$ cat src/pomx_pkg.sv
// constants shared by the synthesizer output mux register group
package pomx_pkg;

    // ==================== bus geometry
    localparam int ADDR_W = 6;
    localparam int DATA_W = 24;

    // ==================== register offsets
    localparam logic [ADDR_W-1:0] OFS_EXACT_FREQ_CHANNELS = 6'h0C;
    localparam logic [ADDR_W-1:0] OFS_GENERAL_OUTPUT_CONTROL = 6'h0F;
    localparam logic [ADDR_W-1:0] OFS_RESERVED_READBACK_A = 6'h10;
    localparam logic [ADDR_W-1:0] OFS_RESERVED_READBACK_B = 6'h11;
    localparam logic [ADDR_W-1:0] OFS_OUTPUT_LOCK_STATUS = 6'h12;
    localparam logic [ADDR_W-1:0] OFS_SELF_TEST_RESULT = 6'h13;

    // ==================== channel count field
    localparam int CHAN_W = 14;
    localparam logic [CHAN_W-1:0] CHAN_RESET = 14'h0000;
    localparam logic [CHAN_W-1:0] CHAN_MIN_EXACT = 14'h0002;

    // ==================== output control fields
    localparam int SEL_W = 5;
    localparam int SEL_LSB = 0;
    localparam int TEST_DATA_BIT = 5;
    localparam int HOLD_MUX_BIT = 6;
    localparam int KEEP_DRIVER_BIT = 7;
    localparam int PULLUP_OFF_BIT = 8;
    localparam int PULLDOWN_OFF_BIT = 9;
    localparam logic [SEL_W-1:0] SEL_RESET = 5'h01;

    // ==================== output select codes
    localparam logic [SEL_W-1:0] SEL_TEST_DATA = 5'h00;
    localparam logic [SEL_W-1:0] SEL_LOCK_DETECT = 5'h01;
    localparam logic [SEL_W-1:0] SEL_LOCK_TRIGGER = 5'h02;
    localparam logic [SEL_W-1:0] SEL_LOCK_WINDOW = 5'h03;
    localparam logic [SEL_W-1:0] SEL_SLIP_PULL_UP = 5'h05;
    localparam logic [SEL_W-1:0] SEL_SLIP_PULL_DOWN = 5'h06;
    localparam logic [SEL_W-1:0] SEL_REF_BUFFER = 5'h08;
    localparam logic [SEL_W-1:0] SEL_VCO_DIVIDER = 5'h0A;
    localparam logic [SEL_W-1:0] SEL_MOD_CLOCK = 5'h0B;
    localparam logic [SEL_W-1:0] SEL_AUX_CLOCK = 5'h0C;
    localparam logic [SEL_W-1:0] SEL_PD_DOWN = 5'h0F;
    localparam logic [SEL_W-1:0] SEL_PD_UP = 5'h11;
    localparam logic [SEL_W-1:0] SEL_LATCH_ENABLE = 5'h17;
    localparam logic [SEL_W-1:0] SEL_DIV_SYNC_RESET = 5'h18;
    localparam logic [SEL_W-1:0] SEL_SEED_LOAD = 5'h19;
    localparam logic [SEL_W-1:0] SEL_OUT_BUF_ENABLE = 5'h1E;
    localparam logic [SEL_W-1:0] SEL_SOFT_RESET = 5'h1F;
    // codes that carry a source; 7, 9 and 26..29 read as low
    localparam logic [31:0] SEL_USED_MASK = 32'hC3FFFD7E;

    // ==================== status and self-test fields
    localparam int STAT_GPO_BIT = 0;
    localparam int STAT_LOCK_BIT = 1;
    localparam int SIG_W = 16;
    localparam int BUSY_BIT = 16;

endpackage

$ cat src/pomx_sync.sv
// three-stage synchroniser with agreement filter for signals from other domains
`timescale 1ns/1ps

module pomx_sync #(
    parameter int W = 1
) (
    // clock and reset
    input wire logic i_clk_sys,
    input wire logic i_rst_n,
    // data
    input wire logic [W-1:0] i_async,
    output logic [W-1:0] o_sync
);

    // ==================== stages
    typedef struct packed {
        logic [W-1:0] s1;
        logic [W-1:0] s2;
        logic [W-1:0] s3;
        logic [W-1:0] out;
    } pomx_sync_s;

    pomx_sync_s st_q;
    pomx_sync_s st_d;

    always_comb begin
        st_d = st_q;
        st_d.s1 = i_async;
        st_d.s2 = st_q.s1;
        st_d.s3 = st_q.s2;
        // s1 is never looked at; a bit moves only when stages two and three agree
        for (int i = 0; i < W; i++) begin
            if (st_q.s2[i] == st_q.s3[i]) begin
                st_d.out[i] = st_q.s3[i];
            end
        end
    end

    always_ff @(posedge i_clk_sys or negedge i_rst_n) begin
        if (!i_rst_n) begin
            st_q <= '0;
        end else begin
            st_q <= st_d;
        end
    end

    assign o_sync = st_q.out;

endmodule // pomx_sync

$ cat src/pomx_regs.sv
// output mux, channel count and readback registers of the fractional-N synthesizer
//
// Function
// - 14-bit read-write channel count field, reset to zero.
// - counts 0 and 1 disable exact frequency; 2 to 16383 enable it.
// - 5-bit output select, reset 1, chooses signal driven on data out.
// - codes 1, 2, 3 route lock detect, lock trigger, lock window.
// - codes 5, 6 route slip-prevention pulls; 15, 17 phase detector down, up.
// - codes 8, 10, 11, 12 route reference, divider, modulator clock, aux clock.
// - codes 23-25 latch, divider reset, seed load; 30, 31 buffer enable, soft reset.
// - select zero drives the test-data bit 5, reset zero.
// - bit 6 set stops automatic sharing of data out with the general output.
// - bit 7 set keeps serial interface from disabling data out driver.
// - status register shows output value bit 0, lock detect bit 1.
// - 16-bit read-only self-test signature, zero after reset.
// - read-only self-test busy flag at bit 16, zero after reset.
// - two reserved read-only registers read zero; writes ignored.
`timescale 1ns/1ps

module pomx_regs
    import pomx_pkg::*;
#(
    parameter int SRC_W = 32
) (
    // clock and reset
    input wire logic i_clk_sys,
    input wire logic i_resetn,
    // register port from the serial interface
    input wire logic i_reg_wr,
    input wire logic i_reg_rd,
    input wire logic [pomx_pkg::ADDR_W-1:0] i_reg_addr,
    input wire logic [pomx_pkg::DATA_W-1:0] i_reg_wdata,
    output logic [pomx_pkg::DATA_W-1:0] o_reg_rdata,
    output logic o_reg_rvalid,
    // serial interface state for the data out pin
    input wire logic i_spi_read_active,
    input wire logic i_spi_read_data,
    input wire logic i_spi_driver_off,
    // internal synthesizer signals; the source vector is indexed by select code, lock detect is separate
    input wire logic [SRC_W-1:0] i_gpo_src,
    input wire logic i_lock_detect,
    // self-test engine
    input wire logic [pomx_pkg::SIG_W-1:0] i_self_test_signature,
    input wire logic i_self_test_running,
    // data out pin driver
    output logic o_sdo_out,
    output logic o_sdo_oe,
    output logic o_sdo_pullup_on,
    output logic o_sdo_pulldown_on,
    // synthesizer control
    output logic [pomx_pkg::CHAN_W-1:0] o_channel_count_per_compare,
    output logic o_exact_freq_en
);

    import pomx_pkg::*;

    // ==================== reset release
    logic [1:0] rst_sync_q;
    logic rst_n;

    always_ff @(posedge i_clk_sys or negedge i_resetn) begin
        if (!i_resetn) begin
            rst_sync_q <= 2'h0;
        end else begin
            rst_sync_q <= {rst_sync_q[0], 1'b1};
        end
    end

    assign rst_n = rst_sync_q[1];

    // ==================== crossing of foreign-domain inputs
    localparam int XW = SRC_W + 1 + 1 + SIG_W;

    logic [XW-1:0] x_raw;
    logic [XW-1:0] x_sync;
    logic [SRC_W-1:0] src_s;
    logic lock_s;
    logic busy_s;
    logic [SIG_W-1:0] sig_s;

    assign x_raw = {i_gpo_src, i_lock_detect, i_self_test_running, i_self_test_signature};

    pomx_sync #(
        .W(XW)
    ) u_sync (
        .i_clk_sys(i_clk_sys),
        .i_rst_n(rst_n),
        .i_async(x_raw),
        .o_sync(x_sync)
    );

    assign {src_s, lock_s, busy_s, sig_s} = x_sync;

    // ==================== state
    typedef struct packed {
        logic [CHAN_W-1:0] chan;
        logic [SEL_W-1:0] sel;
        logic test_data;
        logic hold_data_out_mux;
        logic keep_driver;
        logic pullup_half_off;
        logic pulldown_half_off;
        logic exact_en;
        logic gpo_val;
        logic lock_val;
        logic [SIG_W-1:0] self_test_signature;
        logic self_test_running;
        logic sdo_out;
        logic sdo_oe;
        logic sdo_pu;
        logic sdo_pd;
        logic [DATA_W-1:0] rdata;
        logic rvalid;
    } pomx_regs_s;

    pomx_regs_s st_q;
    pomx_regs_s st_d;

    // ==================== next state
    always_comb begin
        logic gpo_next;
        logic out_next;
        logic oe_next;
        gpo_next = 1'b0;
        out_next = 1'b0;
        oe_next = 1'b0;
        st_d = st_q;

        // ---- register writes
        if (i_reg_wr) begin
            unique case (i_reg_addr)
                OFS_EXACT_FREQ_CHANNELS: begin
                    st_d.chan = i_reg_wdata[CHAN_W-1:0];
                end
                OFS_GENERAL_OUTPUT_CONTROL: begin
                    st_d.sel = i_reg_wdata[SEL_LSB +: SEL_W];
                    st_d.test_data = i_reg_wdata[TEST_DATA_BIT];
                    st_d.hold_data_out_mux = i_reg_wdata[HOLD_MUX_BIT];
                    st_d.keep_driver = i_reg_wdata[KEEP_DRIVER_BIT];
                    st_d.pullup_half_off = i_reg_wdata[PULLUP_OFF_BIT];
                    st_d.pulldown_half_off = i_reg_wdata[PULLDOWN_OFF_BIT];
                end
                default: begin
                end
            endcase
        end

        // exact mode needs count two or more
        st_d.exact_en = (st_q.chan >= CHAN_MIN_EXACT);

        // ---- output select
        // test data at code zero, otherwise the source for the code
        if (st_q.sel == SEL_TEST_DATA) begin
            gpo_next = st_q.test_data;
        end else begin
            gpo_next = src_s[st_q.sel] & SEL_USED_MASK[st_q.sel];
        end
        st_d.gpo_val = gpo_next;

        // readback owns the line while active; otherwise general output shares it
        // sharing blocked by hold bit
        if (i_spi_read_active || st_q.hold_data_out_mux) begin
            out_next = i_spi_read_data;
        end else begin
            out_next = st_q.gpo_val;
        end
        // driver kept on by bit 7
        oe_next = st_q.keep_driver || !i_spi_driver_off;
        st_d.sdo_out = out_next;
        st_d.sdo_oe = oe_next;
        st_d.sdo_pu = oe_next && out_next && !st_q.pullup_half_off;
        st_d.sdo_pd = oe_next && !out_next && !st_q.pulldown_half_off;

        // ---- status capture
        // output and lock state
        st_d.lock_val = lock_s;
        st_d.self_test_running = busy_s;
        // signature is only taken while the engine is idle, so the word is stable
        if (!busy_s) begin
            st_d.self_test_signature = sig_s;
        end

        // ---- register reads
        st_d.rvalid = i_reg_rd;
        if (i_reg_rd) begin
            st_d.rdata = '0;
            unique case (i_reg_addr)
                OFS_EXACT_FREQ_CHANNELS: begin
                    st_d.rdata[CHAN_W-1:0] = st_q.chan;
                end
                OFS_GENERAL_OUTPUT_CONTROL: begin
                    st_d.rdata[SEL_LSB +: SEL_W] = st_q.sel;
                    st_d.rdata[TEST_DATA_BIT] = st_q.test_data;
                    st_d.rdata[HOLD_MUX_BIT] = st_q.hold_data_out_mux;
                    st_d.rdata[KEEP_DRIVER_BIT] = st_q.keep_driver;
                    st_d.rdata[PULLUP_OFF_BIT] = st_q.pullup_half_off;
                    st_d.rdata[PULLDOWN_OFF_BIT] = st_q.pulldown_half_off;
                end
                OFS_OUTPUT_LOCK_STATUS: begin
                    st_d.rdata[STAT_GPO_BIT] = st_q.gpo_val;
                    st_d.rdata[STAT_LOCK_BIT] = st_q.lock_val;
                end
                OFS_SELF_TEST_RESULT: begin
                    st_d.rdata[SIG_W-1:0] = st_q.self_test_signature;
                    st_d.rdata[BUSY_BIT] = st_q.self_test_running;
                end
                default: begin
                end
            endcase
        end
    end

    // ==================== registers
    always_ff @(posedge i_clk_sys or negedge rst_n) begin
        if (!rst_n) begin
            st_q <= '0;
            st_q.sel <= SEL_RESET;
            st_q.chan <= CHAN_RESET;
        end else begin
            st_q <= st_d;
        end
    end

    // ==================== outputs
    assign o_reg_rdata = st_q.rdata;
    assign o_reg_rvalid = st_q.rvalid;
    assign o_sdo_out = st_q.sdo_out;
    assign o_sdo_oe = st_q.sdo_oe;
    assign o_sdo_pullup_on = st_q.sdo_pu;
    assign o_sdo_pulldown_on = st_q.sdo_pd;
    assign o_channel_count_per_compare = st_q.chan;
    assign o_exact_freq_en = st_q.exact_en;

endmodule // pomx_regs

$ cat config.mk
export PLATFORM = sky130hd
export DESIGN_NAME = pomx_regs
export DESIGN_NICKNAME = d
export VERILOG_FILES = /design/src/pomx_pkg.sv /design/src/pomx_sync.sv /design/src/pomx_regs.sv
export SDC_FILE = /design/constraint.sdc
export NUM_CORES = 1
export LEC_CHECK = 0
export BUFFER_PORTS_ARGS = -buffer_cell sky130_fd_sc_hd__buf_2
export CAP_MARGIN = 40
export CELL_PAD_IN_SITES_DETAIL_PLACEMENT = 2
export CELL_PAD_IN_SITES_GLOBAL_PLACEMENT = 2
export CORE_UTILIZATION = 42
export CTS_BUF_LIST = sky130_fd_sc_hd__clkbuf_8
export DETAILED_ROUTE_END_ITERATION = 12
export PLACE_DENSITY_LB_ADDON = 0.15
export SLEW_MARGIN = 30
export SYNTH_ARGS = -nofsm -noshare
export SYNTH_HDL_FRONTEND = slang
export SYNTH_SLANG_ARGS = --single-unit
export TNS_END_PERCENT = 30
$ cat constraint.sdc
create_clock -name i_clk_sys -period 10.45 [get_ports i_clk_sys]
set_input_delay 2.09 -clock i_clk_sys [delete_from_list [all_inputs] [get_ports i_clk_sys]]
set_output_delay 2.09 -clock i_clk_sys [all_outputs]
set_load 0.05 [all_outputs]
Yosys cells after proc, flatten, opt, wreduce, memory -nomap -nowiden
Memory sizes are Yosys's and may differ from the RTL's.
Cells that the tools add are included.
W data, S select, Z words.
{"block": "totals", "ff_bits": 268, "romBits": 32, "out_inout_bits": 44, "word_cells": 152, "mem_count": 1}
{"name": "(no name shown)", "words": 32, "word_bits": 1, "read_ports": 1, "rd_clocked_by_memory_dff": 0, "wr": 0, "line_no": "pomx_regs.sv:156", "rtl": "gpo_next = src_s[st_q.sel] & SEL_USED_MASK[st_q.sel];"}
{"block": "op_classes", "magnitude_cmp": 2, "eq_ne": 54, "muxes": 9, "bitwise": 1, "n_reduce_logical": 13}
{"operator": "$eq A1 B1 Y1", "count": 50}
{"operator": "$pmux W8 S3", "count": 1}
{"operator": "$ge A14 B2 Y1 const B", "count": 1}
{"operator": "$eq A6 B4 Y1 const B", "count": 2}
{"operator": "$eq A6 B5 Y1 const B", "count": 2}
{"operator": "$pmux W2 S4", "count": 1}
{"operator": "$pmux W4 S2", "count": 1}
{"operator": "$lt A5 B6 Y1 const B", "count": 1}
{"operator": "$bmux W1 S5", "count": 1}
{"operator": "$logic_not A5 Y1", "count": 1}
{"operator": "$logic_and A1 B1 Y1", "count": 4}
{"operator": "$logic_not A1 Y1", "count": 4}
{"operator": "$mux W1", "count": 4}
{"operator": "$reduce_and A2 Y1", "count": 2}
{"operator": "$mux W3", "count": 1}
{"operator": "$logic_or A1 B1 Y1", "count": 2}
{"operator": "$and A1 B1 Y1", "count": 1}

Logic depth before layout (Yosys ltp)
{"block": "logic_depth", "ltp_word": 5, "ltp_mapped": 6}

Hierarchy
From an unflattened synthesis, not the netlist that was laid out.
{"block": "hier_totals", "cells_unflattened": 579, "area_unflattened_um2": 9310.2}
{"module": "pomx_sync", "n_inst": 1, "cells_per_inst": 300, "area_each_um2": 5943.2, "seq_area_each_um2": 5004.8}
{"module": "pomx_regs", "n_inst": 1, "cells_per_inst": 279, "area_each_um2": 3367.0, "seq_area_each_um2": 1702.9}

Least setup slack after synthesis
Ideal clock, no wire load.
{"block": "synth_path", "path_type": "input port to flip-flop", "startpoint": "input port i_reg_addr[4] (netlist bit)", "endpoint": "register st_q (netlist bit o_channel_count_per_compare[10])", "setup_ps": 125, "arrival_time_ps": 3037, "required_ps": 10325, "slack_ps": 7288, "cell_stages": 5, "cell_sequence": "and4bb_1 > and2_4 > nand2_4 > buf_6 > mux2_4"}
{"block": "synth_between", "elab_chain_cells": 2}
{"item": "start: declaration", "line_no": "pomx_regs.sv:31", "rtl": "input wire logic [pomx_pkg::ADDR_W-1:0] i_reg_addr,"}
{"item": "$eq A6 B4 Y1", "line_no": "pomx_regs.sv:131", "rtl": "unique case (i_reg_addr)"}
{"item": "$reduce_and A2 Y1 (no line)"}
{"item": "end signal: assignment", "line_no": "pomx_regs.sv:220", "rtl": "st_q <= st_d;"}
{"item": "end: declaration", "line_no": "pomx_regs.sv:116", "rtl": "pomx_regs_s st_q;"}
Every way passes these cells.
A chain may end at the register's enable or synchronous reset.

Worst setup path in the final report
{"block": "layout_path", "startpoint": "register st_q (netlist bit o_channel_count_per_compare[3])", "endpoint": "output port o_channel_count_per_compare[3] (netlist bit)"}
{"item": "end: declaration", "line_no": "pomx_regs.sv:51", "rtl": "output logic [pomx_pkg::CHAN_W-1:0] o_channel_count_per_compare,"}
No word-level cell between the ends.

==> out/results.ini <==
[layout]
nNetsFinal=704
fin_util_pct=50.3
areaGrowthSynthToFinish_pct=16.8
drive_gt1_share_pct=35.8

[cts]
cts_tree=built
cts_max_path_buffers=3
postCtsHoldBufs=0
clkLatencyLatePin_ns=0.53
clock-root-buffer=clkbuf_8
cts_num_sinks=248
cts_resized=0
postCtsSetupBuffers=0
cts.clk_slew.worst_paths_ns=0.06
htreeDepth=2
numCtsBuffers=43

[detailed_routing]
post-route-drc-count=0
vias=4421
via_per_inst=4.86
wire_per_inst_um=19.3
route.met3.wl_um=1170
drtIter0Drc=192
highest_layer=met5
final_antenna_net_count=0
drt-pass1-iter-count=4
wirelength_um=17600
wl_met1_um=7470
wl_met2_um=8490

[logic_synthesis]
ys_seq_elements=248
synth_top_area_share_pct=73.5
synth_area_leaders=dfrtp_1 (74%), maj3_1 (5.4%), mux2_2 (4.2%)
synth_seq_area_share_pct=73.8
synthCells=508
synth_top_cell_by_area=dfrtp_1
synthArstFlopShare_pct=100
yosysMostFrequentCell=dfrtp_1
synthTopCellsByCount=dfrtp_1 (247), maj3_1 (45), buf_4 (40), mux2_2 (31), inv_1 (15)
ys_warn_count=0
synth_area_per_cell_um2=16.5
synth-edff-count=0
synth_cell_types=51
synthFlopType=dfrtp_1
syn-cell-area_mm2=0.00841

[sta]
timing.final.hold_violations=0
finalSetupViolations=0
min_period_ns=3.45
slew_headroom_pct=53.2
rsz0062_at_grt=false
fin_worst_skew_ns=0.0115
worstMarginPinSlew_ns=0.701
drv_slew=0
fin_setup_tns_ns=0
whs_ns=0.346
max_freq_mhz=290
period_share_pct=33.0

[die]
die_area_mm2=0.0206
coreArea_mm2=0.0195
fp.dieW_um=143
start_util_pct=43.1
row_count=51
ios=131
die_y_um=143

[setup_path]
cpLargestDelayFamily=flip-flops
crit_fanout=4
reg2reg_depth=4
cp.arrival_ns=1.36
critical_path.max_stage_delay_ns=0.51
cp_cell_sequence=buf_2
path_depth=1
critPathCaptureType=output port
crit_required_ns=8.36
worst-setup-path-type=reg2out
cp_slowest_cell=dfrtp_1
critPathBufInv=1
startpoint_type=flip-flop

[flow_run]
maxCapViolCount=0

[placed_design]
hpwl_um=11500
port-buffer-count=108
place_congestion=0.715

[power]
powerDensity_mw_per_mm2=216
total_leakage_power_nw=4.55
vdd_ir_drop_max_v=0.000105

[global_route]
grt_max_degree=195
first_global_vias=5107
grt_overflow=0
antenna_found_initial=5
grt_pass1_wl_um=28100
grt_use_total_pct=18.4

[hold_path]
hold_class=reg2reg
hold_depth=0

[status]
outcome=finished clean

routing by layer:
metal,up-vias,track usage [%]
met3,44,5.20
met1,2308,23.7
met4,6,6.44
li1,1938,-
met2,125,29.6
met5,-,0
final cells by class:
cell class | count | area (um2)
antenna | 1 | 2.50
clock inverter | 15 | 63.8
clock buffer | 56 | 771
sequential | 248 | 6210
fill | 1893 | 9700
multi-input combinational | 197 | 1770
tap | 265 | 332
inverter | 15 | 56.3
timing repair buffer | 112 | 614
cells by family (layout without fill, tap and decap cells):
family | Yosys count | count (layout) | share of synthesized area, %
fa+ha+maj | 45 | 45 | 5.36
buf+inv | 69 | 198 | 5.36
other cells | 2 | 9 | 0.0893
mux | 49 | 49 | 7.35
flops | 248 | 248 | 73.8
simple gates | 50 | 50 | 3.74
compound gates | 45 | 45 | 4.27
worst paths after layout:
| check | start | endpoint | slack [ns] |
|---|---|---|---|
| max | o_channel_count_per_compare[3]$_DFFE_PN0P_ | o_channel_count_per_compare[3] | 7.00 |
| min | u_sync.st_d[101]$_DFF_PN0_ | u_sync.st_d[51]$_DFF_PN0_ | 0.35 |
| max reg2reg | st_q[54]$_DFFE_PN1P_ | st_q[47]$_DFF_PN0_ | 8.50 |
| min reg2reg | u_sync.st_d[101]$_DFF_PN0_ | u_sync.st_d[51]$_DFF_PN0_ | 0.35 |
| max in group asynchronous | rst_sync_q[1]$_DFF_PN0_ | u_sync.st_d[89]$_DFF_PN0_ | 8.63 |
| min in group asynchronous | rst_sync_q[1]$_DFF_PN0_ | u_sync.st_d[115]$_DFF_PN0_ | 0.38 |
cells in the final DEF (no fill, tap or decap), types with 5 or more instances in the layout:
master,Yosys,routed
dfrtp_1,247,246
o22ai_1,8,8
and3_1,8,8
a221oi_1,11,11
mux2_4,10,10
nor2_1,10,10
conb_1,2,8
mux2_2,31,31
o21ai_0,5,5
buf_2,2,108
maj3_1,45,45
clkbuf_8,0,56
inv_1,15,27
nand3_1,7,7
power by group:
part / total, mW / internal [mW] / switching, mW
Clock: 0.837 / 0.475 / 0.363
Sequential: 1.10 / 1.04 / 0.0647
Combinational: 0.181 / 0.0723 / 0.108
Total: 2.12 / 1.59 / 0.536
stage by stage:
| stage | worst slack, ns | instance area, um2 | cells | total power [mW] |
|---|---|---|---|---|
| 2_1_floorplan | 3.03 | 8430 | 514 | 1.24 |
| 3_3_place_gp | 6.39 | 8930 | 834 | 1.29 |
| 3_5_place_dp | 6.34 | 8930 | 834 | 1.30 |
| 4_1_cts | 6.90 | 9770 | 905 | 2.16 |
| 5_1_grt | 6.96 | 9820 | 908 | 2.22 |
| 6_report | 7.00 | 9820 | 909 | 2.12 |
flip-flops by register name, summed over array words and instances (netlist names), 2 cells and up:
name / count
o_channel_count_per_compare: 14
o_reg_rdata: 17
rst_sync_q: 2
st_q: 29
u_sync.o_sync: 45
u_sync.st_d: 90
u_sync.st_q: 45
No activity file was read; power rests on OpenSTA's default activity.
